==> config.mk <==
export PLATFORM = sky130hd
export DESIGN_NAME = acs_serial_ctrl
export DESIGN_NICKNAME = d
export VERILOG_FILES = /design/src/hdl/acs_pkg.sv /design/src/hdl/acs_sync.sv /design/src/hdl/acs_serial_ctrl.sv
export SDC_FILE = /design/constraint.sdc
export NUM_CORES = 1
export LEC_CHECK = 0
export ABC_AREA = 1
export BUFFER_PORTS_ARGS = -buffer_cell sky130_fd_sc_hd__buf_4
export CAP_MARGIN = 5
export CORE_ASPECT_RATIO = 1.75
export CORE_MARGIN = 2
export CORE_UTILIZATION = 60
export CTS_BUF_LIST = sky130_fd_sc_hd__clkbuf_4 sky130_fd_sc_hd__clkbuf_8
export CTS_CLUSTER_DIAMETER = 50
export DETAILED_ROUTE_END_ITERATION = 10
export GPL_TIMING_DRIVEN = 1
export PLACE_DENSITY_LB_ADDON = 0.3
export SKIP_LAST_GASP = 1
export SLEW_MARGIN = 20
export SYNTH_ARGS = -nofsm -noshare
export SYNTH_HDL_FRONTEND = slang
export SYNTH_SLANG_ARGS = --single-unit
export TNS_END_PERCENT = 100
==> constraint.sdc <==
create_clock -name clk_i -period 3.4 [get_ports clk_i]
set_input_delay 0.68 -clock clk_i [delete_from_list [all_inputs] [get_ports clk_i]]
set_output_delay 0.68 -clock clk_i [all_outputs]
set_load 0.01 [all_outputs]
==> src/hdl/acs_pkg.sv <==
// Package: constants of the channel-select serial control block
package acs_pkg;
   localparam int ACS_FRAME_BITS = 16;
   localparam int ACS_CMD_BITS = 8;
   localparam int ACS_ZERO_LEAD = 4;
   localparam int ACS_RES_BITS = 12;
   localparam int ACS_CHAN_MSB = 5;
   localparam int ACS_CHAN_LSB = 3;
   localparam int ACS_TRACK_EDGES = 3;
   localparam logic [2:0] ACS_CHAN_RST = 3'h0;
   localparam logic [4:0] ACS_CNT_ZERO = 5'h00;
   localparam logic [4:0] ACS_CNT_ONE = 5'h01;
   localparam logic [4:0] ACS_CNT_CMD = 5'h08;
   localparam logic [4:0] ACS_CNT_LEAD = 5'h04;
   localparam logic [4:0] ACS_CNT_FULL = 5'h10;
   localparam logic [11:0] ACS_RES_ZERO = 12'h000;
   localparam logic [7:0] ACS_CMD_ZERO = 8'h00;
endpackage : acs_pkg

==> src/hdl/acs_sync.sv <==
// Three-stage input synchroniser with agreement filter
`timescale 1ns/1ps
module acs_sync #(
   parameter logic INIT = 1'b0
) (
   input wire logic clk_i,
   input wire logic rst_i,
   input wire logic d_i,
   output logic q_o
);
   typedef struct packed {
      logic s1;
      logic s2;
      logic s3;
      logic q;
   } acs_sync_s;
   acs_sync_s st_r;
   acs_sync_s st_nxt;
   always_comb begin
      st_nxt = st_r;
      st_nxt.s1 = d_i;
      st_nxt.s2 = st_r.s1;
      st_nxt.s3 = st_r.s2;
      // Only accept once the last two stages agree
      if (st_r.s2 == st_r.s3) begin
         st_nxt.q = st_r.s3;
      end
   end
   always_ff @(posedge clk_i) begin
      if (rst_i) begin
         st_r <= {INIT, INIT, INIT, INIT};
      end else begin
         st_r <= st_nxt;
      end
   end
   assign q_o = st_r.q;
endmodule : acs_sync

==> src/hdl/acs_serial_ctrl.sv <==
// Serial control of an eight-input converter: command, framing, power, result shift
`timescale 1ns/1ps
module acs_serial_ctrl
   import acs_pkg::*;
#(
   parameter int RES_W = ACS_RES_BITS
) (
   input wire logic clk_i,
   input wire logic rst_i,
   input wire logic chip_select_bar_i,
   input wire logic sclk_i,
   input wire logic din_i,
   input wire logic [RES_W-1:0] conv_result_i,
   output logic dout_o,
   output logic dout_oe_o,
   output logic [2:0] mux_sel_o,
   output logic track_o,
   output logic powered_o,
   output logic sample_strobe_o
);
   typedef enum logic [2:0] {
      ACS_IDLE = 3'b001,
      ACS_TRACK = 3'b010,
      ACS_CONV = 3'b100
   } acs_state_e;

   typedef struct packed {
      acs_state_e state;
      logic sclk_d;
      logic [4:0] rise_cnt;
      logic [4:0] fall_cnt;
      logic [7:0] cmd_sh;
      logic [2:0] chan_next;
      logic [2:0] chan_cur;
      logic [RES_W-1:0] res_sh;
      logic dout;
      logic oe;
      logic track;
      logic powered;
      logic strobe;
   } acs_s;

   acs_s st_r;
   acs_s st_nxt;
   logic cs_n_s;
   logic sclk_s;
   logic din_s;

   acs_sync #(.INIT(1'b1)) u_sync_cs (
      .clk_i(clk_i),
      .rst_i(rst_i),
      .d_i(chip_select_bar_i),
      .q_o(cs_n_s)
   );
   acs_sync #(.INIT(1'b0)) u_sync_sclk (
      .clk_i(clk_i),
      .rst_i(rst_i),
      .d_i(sclk_i),
      .q_o(sclk_s)
   );
   // Same depth as the clock path, so data and clock edge stay aligned
   acs_sync #(.INIT(1'b0)) u_sync_din (
      .clk_i(clk_i),
      .rst_i(rst_i),
      .d_i(din_i),
      .q_o(din_s)
   );

   function automatic logic [2:0] chan_field(input logic [7:0] cmd);
      chan_field = cmd[ACS_CHAN_MSB:ACS_CHAN_LSB];
   endfunction : chan_field

   logic rise_e;
   logic fall_e;
   logic [7:0] cmd_shift;
   always_comb begin
      rise_e = sclk_s & ~st_r.sclk_d;
      fall_e = ~sclk_s & st_r.sclk_d;
      cmd_shift = {st_r.cmd_sh[ACS_CMD_BITS-2:0], din_s};
      st_nxt = st_r;
      st_nxt.sclk_d = sclk_s;
      st_nxt.strobe = 1'b0;
      if (cs_n_s) begin
         // Clock gated and output released while deselected
         st_nxt.state = ACS_IDLE;
         st_nxt.rise_cnt = ACS_CNT_ZERO;
         st_nxt.fall_cnt = ACS_CNT_ZERO;
         st_nxt.oe = 1'b0;
         st_nxt.dout = 1'b0;
         st_nxt.track = 1'b0;
         st_nxt.powered = 1'b0;
      end else begin
         unique case (st_r.state)
            ACS_IDLE: begin
               // Frame start; a low clock at select counts as first falling edge
               st_nxt.state = ACS_TRACK;
               st_nxt.powered = 1'b1;
               st_nxt.oe = 1'b1;
               st_nxt.track = 1'b1;
               st_nxt.chan_cur = st_r.chan_next;
               st_nxt.res_sh = RES_W'(ACS_RES_ZERO);
               st_nxt.dout = 1'b0;
               st_nxt.fall_cnt = sclk_s ? ACS_CNT_ZERO : ACS_CNT_ONE;
            end
            ACS_TRACK, ACS_CONV: begin
               if (rise_e) begin
                  if (st_r.rise_cnt < ACS_CNT_CMD) begin
                     st_nxt.cmd_sh = cmd_shift;
                  end
                  if (st_r.rise_cnt == ACS_CNT_CMD - ACS_CNT_ONE) begin
                     st_nxt.chan_next = chan_field(cmd_shift);
                  end
                  if (st_r.rise_cnt == ACS_CNT_FULL - ACS_CNT_ONE) begin
                     st_nxt.rise_cnt = ACS_CNT_ZERO;
                  end else begin
                     st_nxt.rise_cnt = st_r.rise_cnt + ACS_CNT_ONE;
                  end
               end
               if (fall_e) begin
                  if (st_r.fall_cnt == ACS_CNT_FULL) begin
                     // Next conversion of a continuous frame: wake and track again
                     st_nxt.fall_cnt = ACS_CNT_ONE;
                     st_nxt.powered = 1'b1;
                     st_nxt.state = ACS_TRACK;
                     st_nxt.track = 1'b1;
                     st_nxt.chan_cur = st_r.chan_next;
                     st_nxt.dout = 1'b0;
                  end else begin
                     st_nxt.fall_cnt = st_r.fall_cnt + ACS_CNT_ONE;
                     if (st_r.fall_cnt + ACS_CNT_ONE == ACS_CNT_LEAD) begin
                        // Hold: result captured here, zeros still leading
                        st_nxt.state = ACS_CONV;
                        st_nxt.track = 1'b0;
                        st_nxt.res_sh = conv_result_i;
                        st_nxt.strobe = 1'b1;
                        st_nxt.dout = 1'b0;
                     end else if (st_r.fall_cnt + ACS_CNT_ONE > ACS_CNT_LEAD) begin
                        st_nxt.dout = st_r.res_sh[RES_W-1];
                        st_nxt.res_sh = {st_r.res_sh[RES_W-2:0], 1'b0};
                     end else begin
                        st_nxt.dout = 1'b0;
                     end
                     if (st_r.fall_cnt + ACS_CNT_ONE == ACS_CNT_FULL) begin
                        st_nxt.powered = 1'b0;
                     end
                  end
               end
            end
            default: begin
               st_nxt.state = ACS_IDLE;
            end
         endcase
      end
   end

   always_ff @(posedge clk_i) begin
      if (rst_i) begin
         st_r <= '{state: ACS_IDLE, sclk_d: 1'b0, rise_cnt: ACS_CNT_ZERO,
                   fall_cnt: ACS_CNT_ZERO, cmd_sh: ACS_CMD_ZERO,
                   chan_next: ACS_CHAN_RST, chan_cur: ACS_CHAN_RST,
                   res_sh: RES_W'(ACS_RES_ZERO), dout: 1'b0, oe: 1'b0, track: 1'b0,
                   powered: 1'b0, strobe: 1'b0};
      end else begin
         st_r <= st_nxt;
      end
   end

   assign dout_o = st_r.dout;
   assign dout_oe_o = st_r.oe;
   assign mux_sel_o = st_r.chan_cur;
   assign track_o = st_r.track;
   assign powered_o = st_r.powered;
   assign sample_strobe_o = st_r.strobe;

   a_idle_unpowered: assert property (@(posedge clk_i) disable iff (rst_i)
      (st_r.state == ACS_IDLE) |-> !powered_o && !dout_oe_o)
      else $error("powered or driving while deselected");
   a_desel_release: assert property (@(posedge clk_i) disable iff (rst_i)
      cs_n_s |=> !dout_oe_o)
      else $error("output enabled after deselect");
   a_chan_stable: assert property (@(posedge clk_i) disable iff (rst_i)
      (st_r.state == ACS_CONV) && $stable(st_r.state) |-> $stable(mux_sel_o))
      else $error("channel changed during conversion");
   a_chan_latch: assert property (@(posedge clk_i) disable iff (rst_i)
      !cs_n_s && rise_e && st_r.rise_cnt == ACS_CNT_CMD - ACS_CNT_ONE |=>
      st_r.chan_next == $past(cmd_shift[ACS_CHAN_MSB:ACS_CHAN_LSB]))
      else $error("channel field not latched after eighth bit");
   a_lead_zero: assert property (@(posedge clk_i) disable iff (rst_i)
      dout_oe_o && st_r.fall_cnt <= ACS_CNT_LEAD |-> !dout_o)
      else $error("leading zero missing");
   a_frame_wrap: assert property (@(posedge clk_i) disable iff (rst_i)
      st_r.rise_cnt <= 5'h0F)
      else $error("conversion exceeded sixteen clocks");
   a_auto_pdown: assert property (@(posedge clk_i) disable iff (rst_i)
      !cs_n_s && fall_e && st_r.fall_cnt == 5'h0F |=> !powered_o)
      else $error("no power-down after sixteenth falling edge");
   a_wake_track: assert property (@(posedge clk_i) disable iff (rst_i)
      !cs_n_s && fall_e && st_r.fall_cnt == ACS_CNT_FULL && st_r.state != ACS_IDLE
      |=> powered_o && track_o)
      else $error("no wake on next first falling edge");
   a_ignore_bits: assert property (@(posedge clk_i) disable iff (rst_i)
      $changed(st_r.chan_next) |-> $past(rise_e) && $past(st_r.rise_cnt) == 5'h07)
      else $error("channel changed outside field latch");

   a_hold_strobe: assert property (@(posedge clk_i) disable iff (rst_i)
      sample_strobe_o |-> st_r.state == ACS_CONV && st_r.fall_cnt == ACS_CNT_LEAD)
      else $error("result captured outside the fourth falling edge");
   a_low_clk_start: assert property (@(posedge clk_i) disable iff (rst_i)
      st_r.state == ACS_IDLE && !cs_n_s && !sclk_s |=> st_r.fall_cnt == ACS_CNT_ONE)
      else $error("select with clock low not counted as first fall");
endmodule : acs_serial_ctrl

* Word level (Yosys, flattened, before mapping)
Cells that the tools add are included.
Storage, ports and cells: register bits 54, input port bits 17, output and inout port bits 8, word-level logic and storage cells 90
Operators by class: add/sub/neg operators 2, magnitude comparators 2, eq/ne operators 17, multiplexer cells 24, bitwise gates (word level) 7, reductions and logical operators 13
Operator list (number):
- one-hot mux 16 bit (2 select lines) | 1
- 2-to-1 mux 12 bit | 2
- 2-to-1 mux 16 bit | 1
- 2-to-1 mux 3 bit | 5
- 2-to-1 mux 5 bit | 3
- 2-to-1 mux 13 bit | 1
- AND reduction 4 bit | 3
- adder 5 x 1 -> 5 bit (second input constant) | 2
- == test 5 x 3 -> 1 bit (second input constant) | 2
- == test 5 bit (second input constant) | 2
- one-hot mux 5 bit (2 select lines) | 1
- != test 3 bit (second input constant) | 3
- 2-to-1 mux 1 bit | 7
- != test 2 bit (second input constant) | 3
- one-hot mux 3 bit (2 select lines) | 1
- AND reduction 2 bit | 3
- AND reduction 3 bit | 2
- == test 5 x 4 -> 1 bit (second input constant) | 1
- > comparator 5 x 3 -> 1 bit (second input constant) | 1
- < comparator 5 x 4 -> 1 bit (second input constant) | 1
- NOT 1 bit | 5
- AND reduction 5 bit | 1
- OR reduction 5 bit | 1
- one-hot mux 2 bit (2 select lines) | 1
- other kinds (8) | 12

* Longest topological paths before layout
Gate-level depths: netlist of run 1.
depth after elaboration 7, depth in mapped cells 11, gate-level depth less buffers 10

* Cells and area by module
Synthesis of run 1 repeated with hierarchy kept, for this count alone.
Unflattened totals: cells, all modules 334, area total of the unflattened synthesis 2472.4 um^2
Modules (own cells, without submodules):
- acs_serial_ctrl | instances 1, cells an instance 293, area each 2100.8 um^2
- acs_sync (u_sync_din ...) | instances 2, cells an instance 13, area each 121.4 um^2
- acs_sync (u_sync_cs) | instances 1, cells an instance 15, area each 128.9 um^2

* Worst setup path after synthesis of run 1
Ideal clock, no wire load.
path type reg2reg, start reg st_r[31] (netlist bit), end reg st_r[11] (netlist bit), library setup time 0.132 ns, data arrival time 1.370 ns, path slack 1.898 ns, cell stages (with the launch flop) 12, path buffers 1, clock period less this slack 1.502 ns, cells stage by stage dfxtp_1 ha_1 inv_1 nand2_2 nand2_2 nor2_4 nand3_4 buf_6 nand2_1 nand2_1 nand2_1 a21oi_1
On the way: cells in the longest elaborated chain, start to end 6
Ends and longest elaborated chain:
- start, declared | line acs_serial_ctrl.sv:43 | acs_s st_r;
- start signal, assigned | line acs_serial_ctrl.sv:158 | st_r <= '{state: ACS_IDLE, sclk_d: 1'b0, rise_cnt: ACS_CNT_ZERO,
- start signal, assigned | line acs_serial_ctrl.sv:164 | st_r <= st_nxt;
- parallel branches: the longest is 6 deep, another holds adder 5 x 1 -> 5 bit
Several ways; the timed one is not identified. The select of a mux whose other input is x is not followed. A chain may end at the register's enable or synchronous reset.

* Final worst setup path of run 1
start reg st_r[31] (netlist bit), end reg st_r[43] (netlist bit)
On the way: cells in the longest elaborated chain, start to end 4
Ends and longest elaborated chain (line):
- adder 5 x 1 -> 5 bit or == test 5 bit (tied branches) | acs_serial_ctrl.sv:130, acs_serial_ctrl.sv:120
- == test 5 x 3 -> 1 bit or 2-to-1 mux 3 bit (tied branches) | acs_serial_ctrl.sv:130, acs_serial_ctrl.sv:120
- != test 3 bit (no line) or 2-to-1 mux 3 bit (tied branches)
- AND reduction 2 bit (no line) or one-hot mux 3 bit (2 select lines) (tied branches)
Parallel ways exist; a longest one is shown, timed or not. The select of a mux whose other input is x is not followed.

==> results of run 1 <==
==> flip-flops by register name, summed over array words and instances, names as in the netlist <==
register            flops
cmd_shift               5
dout_o                  1
dout_oe_o               1
mux_sel_o               3
powered_o               1
sample_strobe_o         1
st_r                   29
track_o                 1
u_sync_cs.q_o           1
u_sync_cs.st_nxt        2
u_sync_cs.st_r          1
u_sync_din.q_o          1
u_sync_din.st_nxt       2
u_sync_din.st_r         1
u_sync_sclk.q_o         1
u_sync_sclk.st_nxt      2
u_sync_sclk.st_r        1
==> metrics by stage <==
| step | hold slack [ns] | util (%) | instance area (um^2) |
|---|---|---|---|
| 3_5_place_dp | 0.400 | 66.3 | 2590 |
| 6_report | 0.417 | 70.0 | 2730 |
| 2_1_floorplan | 0.388 | - | 2440 |
| 3_3_place_gp | 0.389 | 66.3 | 2590 |
| 4_1_cts | 0.420 | 70.0 | 2730 |
| 5_1_grt | 0.437 | 70.0 | 2730 |
==> worst max-delay path, delay by kind of cell, from the launching register on <==
| family | cells | cell delay, ns |
|---|---|---|
| AO/OA/AOI/OAI | 1 | 0.06 |
| flip-flops | 1 | 0.47 |
| adder cells (fa/ha/maj) | 1 | 0.25 |
| AND/OR/NAND/NOR | 6 | 0.82 |
| buffers and inverters | 2 | 0.21 |
==> cell families after synthesis <==
| logic type | count (synthesis) | share of synthesized area (%) |
|---|---|---|
| fa+ha+maj | 4 | 2.05 |
| buf+inv | 51 | 9.57 |
| flops | 54 | 44.2 |
| simple gates | 156 | 32.5 |
| compound gates | 54 | 11.6 |
==> metal layers <==
metal / vias up / routed length (um)
li1: 1072 / -
met1: 970 / 1910
met2: 34 / 2730
met3: 10 / 126
met4: 0 / 108
met5: - / 0
==> path summary, 6_finish.rpt <==
kind	from	end	cells past startpoint
worst max-delay path	st_r[31]	st_r[43]	10
worst max register to register	st_r[31]	st_r[43]	10
worst min-delay path	u_sync_sclk.st_nxt[2]	u_sync_sclk.st_nxt[1]	2
worst min register to register	u_sync_sclk.st_nxt[2]	u_sync_sclk.st_nxt[1]	2
==> area by class of cell <==
class / instances / share of cell area (%)
well taps: 48 / 2.20
flip-flops and latches: 54 / 39.6
repair buffers: 24 / 6.59
clock inverters: 2 / 2.20
multi-input cells: 214 / 41.3
clock buffers: 6 / 3.02
inverters: 37 / 5.08
==> cells in the final DEF, fill, tap and decap left out <==
cell type and instances:
nor3b_1 1, buf_4 24, o211ai_1 1, a21oi_1 35, bufinv_16 2, nand3_4 2, nand4_1 19, clkbuf_8 6
nor2b_4 1, nand3_2 4, nand3_1 15, or2_2 3, nor3_4 1, nand2_1 72, nand2_2 8, dfxtp_1 54
a211oi_1 2, nor4_2 1, o22ai_1 1, o21ai_0 14, nor2_1 25, nor3_2 1, nor2_4 2, inv_1 31
o211a_1 1, inv_2 6, nand2_4 1, ha_1 4
==> power by group through the flow <==
stage          clock network, mW  registers, mW  logic (mW)
3_5_place_dp                   0          0.653      0.0274
2_1_floorplan                  0          0.653      0.0108
3_3_place_gp                   0          0.653      0.0269
4_1_cts                    0.528          0.638      0.0276
6_report                   0.517          0.638      0.0271
5_1_grt                    0.552          0.639      0.0301
==> metrics.cfg, run 1 <==
[outcome]
outcome=finished, final reports clean

[synthesis]
synth.distinct_cells=29
yosysMostFrequentCell=nand2_1
syn_inst=319
synth_warnings=0
synthesis.nets=340
syn_area_per_cell_um2=7.66
synth_top_area_share_pct=44.2
synth-main-ff-cell=dfxtp_1
synth_common_cells=72 x nand2_1, 54 x dfxtp_1, 35 x a21oi_1
synth_edf_count=0
synth_largest_area_cell=dfxtp_1
ys_async_sr_fraction_pct=0
ys_seq_elements=54
netlist_top_cells_area=dfxtp_1 44%, nand2_1 11%, a21oi_1 7.2%, nand4_1 4.9%, inv_1 4.8%
syn_area_mm2=0.00244
ys_seq_area_share_pct=44.2

[cells_and_area]
multi_input_area_mm2=0.00113
n_fill_cell=360
syn_to_final_growth_pct=11.8
register_area_mm2=0.00108
layout.nets=357
final_cells=385
drive_above_1_share_pct=18.4
antenna-diode-count=0

[routing]
drc_errors=0
ant_nets=0
routed_wl_mm=4.87
via_per_inst=5.42
wl_per_cell_um=12.7
vias=2086
first_pass_iters=4
first_iter_violations=59

[grt]
met1_usage_pct=26.8
grt_pass1_wl_mm=8.37
grtUsageTotal_pct=24.1
grt_pass1_vias=1986
top_usage_layer=met2
antenna_found_initial=0
grt_util_met3_pct=5.41
overflow=0
grtUsageMet2_pct=42.7
grt_start_max_net_pins=33

[power]
power.clock.fraction_pct=43.7
p_sw_uw=217
power.density_mw_per_mm2=433
leakage_nw=1.16
power_switching_share_pct=18.4
power.internal_uw=965
power_frac_seq_pct=54.0
power.share.combinational_pct=2.3
vdd_drop_max_mv=0.495
finalPower_mw=1.18

[setup_path]
critPathKind=flop to flop
worstSetupEndpointType=flop
critPathSlowestCell=dfxtp_1
path_cells=ha_1, inv_1, nand2_2, nand2_2, nor2_4, nand3_4, inv_1, nand2_1, nand3_1, a21oi_1
start_kind=flop
crit_arrival_ns=2.11
r2r_slack_ns=1.48
path_max_fanout=15
worstPathRequired_ns=3.59
cpPeakStageDelay_ns=0.47

[place]
pre_cts_slack_ns=1.22
post-dp-hpwl_mm=3.35
place_inst=377
gp_congestion=0.784
portBuffers=24

[floorplanning]
dieWidth_um=52.3
io_pins=25
fp.coreArea_mm2=0.00390
chipHeight_um=88.4
rows=30
die-area_mm2=0.00462
initial_core_util_pct=62.6

[min_path]
hold_class=flop to flop

[clocking]
postCtsHoldBufs=0
h-tree-depth=2
clkLatencyLatePin_ns=0.30
numCtsBuffers=5
cts_tree=built
clkSinkCount=54
path_clk_slew_ns=0.10
clk_path_buf_depth=2
post_cts_buffers=0
post_cts_resized=0
clockRootBuffer=clkbuf_8

[timing]
setup_viol=0
tightest_slew_ns=0.677
drv_slew=0
period_needed_ns=1.92
min_period_over_period_pct=56.6
rsz0062_at_grt=no
hold_viol=0
fin_worst_skew_ns=0.00635
setup_ws_ns=1.48
tns_ns=0
max_slew_margin_pct=54.7
max_clock_freq_ghz=0.520

[flow_run]
drv_cap=0

No activity file was read; power rests on OpenSTA's default activity.
==> run 2: changes to the inputs <==
clock period = 1.8 ns   (was 3.4 ns; I/O delays follow)
==> run 2 against run 1 <==
  * Sequential share of layout area shrank 0.29 points
  * Flip-flop and latch count did not move
  * Die area did not move
  * Global-route usage down 1.0 points
  * Routed wire length up 0.16%
  * Cell count up 1.8%
  * Critical path depth did not move
  * Final area rose by 0.96%
  * Total power up 66%
  * Non-clock buffer count grew 6
  * Maximum frequency up 18%
  * Critical path type unchanged
==> metrics.cfg, run 2 (same netlist as run 1, synthesis figures left out) <==
[cells_and_area]
n_fill_cell=328
top_register=st_r
final_common_cell=nand2_1
drive_above_1_share_pct=20.9
syn_to_final_growth_pct=12.8
antenna-diode-count=0
layout.nets=364
post-route-util_pct=70.7
register_area_mm2=0.00108
multi_input_area_mm2=0.00114
largest_register_ffs=29
mostFrequentLayoutCells=72 x nand2_1, 52 x dfxtp_1, 35 x a21oi_1, 31 x inv_1, 29 x buf_4

[place]
portBuffers=24
post-dp-hpwl_mm=3.42
gp_congestion=0.783

[routing]
first_iter_violations=55
wl_per_cell_um=12.5
first_pass_iters=4
vias=2119
via_per_inst=5.41
ant_nets=0
routed_wl_mm=4.88
drc_errors=0

[power]
vdd_drop_max_mv=0.564
power.share.combinational_pct=2.6
power.density_mw_per_mm2=711
power_switching_share_pct=20.6
power.internal_mw=1.56
leakage_nw=1.17
p_sw_uw=404
power_frac_seq_pct=61.5
power.clock.fraction_pct=35.9

[grt]
antenna_found_initial=0
grt_pass1_wl_mm=8.16
grt_pass1_vias=1942
grt_start_max_net_pins=33
overflow=0
grtUsageTotal_pct=23.0

[timing]
setup_viol=0
fin_worst_skew_ns=0.0130
drv_slew=0
rsz0062_at_grt=no
min_period_over_period_pct=90.5
hold_viol=0
period_needed_ns=1.63
max_clock_freq_ghz=0.614
max_slew_margin_pct=78.3
tightest_slew_ns=0.325
tns_ns=0

[floorplanning]
initial_core_util_pct=62.6
rows=30
fp.coreArea_mm2=0.00390
die-area_mm2=0.00462
chipHeight_um=88.4
dieWidth_um=52.3
io_pins=25

[setup_path]
cp_num_buf_inv=2
path_cells=ha_2, inv_1, nand2_2, nand2_2, nor2_4, nand3_4, inv_1, nand2_1, nand3_1, a21oi_1
r2r_slack_ns=0.17
cpPeakStageDelay_ns=0.39
worstSetupEndpointType=flop
critical_path_depth=10
path_max_fanout=15
ff2ff_path_depth=10
reg2reg_from=st_r[31]
critPathSlowestCell=dfxtp_2
crit_family=simple AND/OR/NAND/NOR gates
critPathKind=flop to flop
start_kind=flop
worstPathRequired_ns=2.00
crit_arrival_ns=1.82
r2r-end=st_r[43]

[clocking]
h-tree-depth=2
path_clk_slew_ns=0.10
cts_tree=built
clk_path_buf_depth=2
clkLatencyLatePin_ns=0.31
numCtsBuffers=5
clkSinkCount=54
postCtsHoldBufs=0
clockRootBuffer=clkbuf_8

[min_path]
holdPathStages=2
hold_class=primary input to flop
hp-start=chip_select_bar_i
min_to=u_sync_cs.st_nxt[2]

[flow_run]
drv_cap=0

[outcome]
outcome=finished, final reports clean

## run 2: cell types whose count changed in the layout (fill, tap and decap cells not counted), moves of 2 or more
| cell | previous run | this run |
|---|---|---|
| dfxtp_2 | 0 | 2 |
| buf_4 | 24 | 29 |
| dfxtp_1 | 54 | 52 |
| bufinv_16 | 2 | 0 |
## run 2: routing by layer
layer / wire [um] / track usage, % / share of wire, % / vias up
li1: - / - / - / 1092
met1: 2000 / 26.4 / 41 / 967
met2: 2580 / 40.9 / 53 / 47
met3: 152 / 3.89 / 3.1 / 13
met4: 147 / 10.7 / 3.0 / 0
met5: 0 / 0 / 0 / -
## run 2: worst reg2reg max path: cells and delay by family (launching register included)
family / cells / cell delay (ns)
simple gates: 6 / 0.65
buf+inv: 2 / 0.18
flops: 1 / 0.39
compound gates: 1 / 0.06
fa+ha+maj: 1 / 0.22
## run 2: how the worst max path moves through the flow
| stage | start | endpoint | slack [ns] |
|---|---|---|---|
| floorplan | st_r[31] | st_r[11] | 0.30 |
| global placement | st_r[31] | st_r[43] | 0.14 |
| detailed placement | st_r[31] | st_r[7] | 0.09 |
| CTS | st_r[31] | st_r[7] | 0.05 |
| global route | st_r[31] | st_r[14] | 0.03 |
| finish | st_r[31] | st_r[43] | 0.17 |
## run 2: area by class of cell
cell class                      count  share of cell area (%)
Multi-Input combinational cell    215                    41.5
Clock buffer                        7                    3.27
Clock inverter                      1                   0.181
Sequential cell                    54                    39.3
Inverter                           37                    5.03
Tap cell                           48                    2.18
Timing Repair Buffer               30                    8.62
## run 2: stage by stage
step                      hold slack [ns]  setup WS, ns  instance area (um^2)  total power [mW]  std cells
after floorplan                     0.388         0.298                  2440              1.25        319
after global placement              0.389         0.144                  2650              1.28        383
after detailed placement            0.396        0.0939                  2650              1.29        383
after CTS                           0.237        0.0529                  2740              1.97        391
after global routing                0.234        0.0257                  2760              2.03        392
final                               0.242         0.172                  2760              1.96        392
## run 2: power groups by stage
stage	Sequential (mW)	Clock [mW]	Combinational, mW
after detailed placement	1.23	0	0.0513
after global routing	1.21	0.765	0.0561
after global placement	1.23	0	0.0506
final	1.21	0.704	0.0515
after floorplan	1.23	0	0.0204
after CTS	1.21	0.716	0.0516
## run 2: timing repair
item,CTS,global route
setup buffers,0,0
endpoints found under the setup margin,0,15
resized for setup,0,4
==> run 3: changes to the inputs <==
clock period = 1.9 ns   (was 1.8 ns; I/O delays follow)
==> run 3 against run 2 <==
  * Sequential power fell by 6%
  * Cell count fell by 1.0%
  * Final area is 1.9% lower
  * Die area unchanged
  * Sequential share of layout area is 0.70 points higher
  * Flip-flop and latch count stayed put
  * Total power decreased by 7.1%
  * Combinational power fell by 6.2%
  * Critical path type unchanged
  * Highest routed layer unchanged
==> metrics.cfg, run 3 (same netlist as run 1, synthesis figures left out) <==
[outcome]
outcome=finished, final reports clean

[power]
vdd_drop_max_mv=0.695
leakage_nw=1.15
finalPower_mw=1.82
power.density_mw_per_mm2=673

[cells_and_area]
largest_register_ffs=29
mostFrequentLayoutCells=71 x nand2_1, 53 x dfxtp_1, 35 x a21oi_1, 31 x inv_1, 28 x buf_4
top_register=st_r
post-route-util_pct=69.4
final_cell_area_mm2=0.00271
syn_to_final_growth_pct=10.7
antenna-diode-count=0
final_common_cell=nand2_1
layout.nets=361
final_cells=388
drive_above_1_share_pct=19.7

[floorplanning]
rows=30
initial_core_util_pct=62.6
chipHeight_um=88.4
fp.coreArea_mm2=0.00390
dieWidth_um=52.3
io_pins=25
die-area_mm2=0.00462

[setup_path]
r2r_slack_ns=0.21
path_cells=ha_1, inv_1, nand2_2, nand2_2, nor2_4, buf_4, nand4_1, nand2_1, nand2_1, a21oi_1
critical_path_depth=10
worstPathRequired_ns=2.13
crit_family=simple AND/OR/NAND/NOR gates
cp_num_buf_inv=2
worstSetupEndpointType=flop
crit_arrival_ns=1.92
critPathKind=flop to flop
cpPeakStageDelay_ns=0.41
start_kind=flop
reg2reg_from=st_r[32]
ff2ff_path_depth=10
path_max_fanout=11
critPathSlowestCell=dfxtp_1
startpoint=st_r[32]

[place]
gp_congestion=0.833
place_inst=381
portBuffers=24
pre_cts_slack_ns=0.200
placed_cell_area_mm2=0.00262
post-dp-hpwl_mm=3.43

[clocking]
h-tree-depth=2
post_cts_buffers=0
clkSinkCount=54
clkLatencyLatePin_ns=0.31
postCtsHoldBufs=0
clockRootBuffer=clkbuf_8
clk_path_buf_depth=2
path_clk_slew_ns=0.10
numCtsBuffers=5
cts_tree=built

[grt]
top_usage_layer=met2
grtUsageTotal_pct=22.3
overflow=0
grt_pass1_wl_mm=7.78
grt_start_max_net_pins=33
antenna_found_initial=0
met1_usage_pct=25.7
grtUsageMet2_pct=39.2
grt_util_met3_pct=4.22
grt_pass1_vias=1827

[timing]
setup_ws_ns=0.208
rsz0062_at_grt=no
hold_ws_ns=0.265
hold_viol=0
drv_slew=0
tightest_slew_ns=0.568
fin_worst_skew_ns=0.0134
setup_viol=0
max_slew_margin_pct=62.0
min_period_over_period_pct=89.1
period_needed_ns=1.69
tns_ns=0
max_clock_freq_ghz=0.591

[routing]
vias=2082
via_per_inst=5.37
drc_errors=0
first_pass_iters=4
routed_wl_mm=4.63
wl_per_cell_um=11.9
ant_nets=0
first_iter_violations=15

[min_path]
hold_class=primary input to flop
holdPathStages=2
hp-start=chip_select_bar_i

[flow_run]
drv_cap=0

run 3: path summary, 6_finish.rpt:
path | end
max | st_r[8]
min | u_sync_cs.st_nxt[2]
max reg2reg | st_r[8]
min reg2reg | u_sync_din.st_nxt[1]
run 3: timing repair:
| item | 4_1_cts | 5_1_grt |
|---|---|---|
| resized for setup | 0 | 2 |
| hold endpoints to repair | 0 | 0 |
| setup endpoints to repair | 0 | 4 |
run 3: per-layer routing:
layer  wire length (um)  part of all wire (%)  vias up
met2               2480                    53       31
met3                121                   2.6       10
met4                108                   2.3        0
met5                  0                     0        -
li1                   -                     -     1090
met1               1930                    42      951
run 3: area by class of cell:
| cell class | instances | area, um^2 |
|---|---|---|
| Timing Repair Buffer | 28 | 210 |
| Clock buffer | 7 | 83.8 |
| Multi-Input combinational cell | 214 | 1130 |
| Fill cell | 364 | 1200 |
| Sequential cell | 54 | 1080 |
| Tap cell | 48 | 60.1 |
| Inverter | 37 | 139 |
run 3: power breakdown:
| group | switching (mW) | total (mW) | internal (mW) |
|---|---|---|---|
| Clock | 0.349 | 0.632 | 0.283 |
| Sequential | 0.00320 | 1.14 | 1.14 |
| Combinational | 0.0217 | 0.0483 | 0.0266 |
| Total | 0.374 | 1.82 | 1.45 |
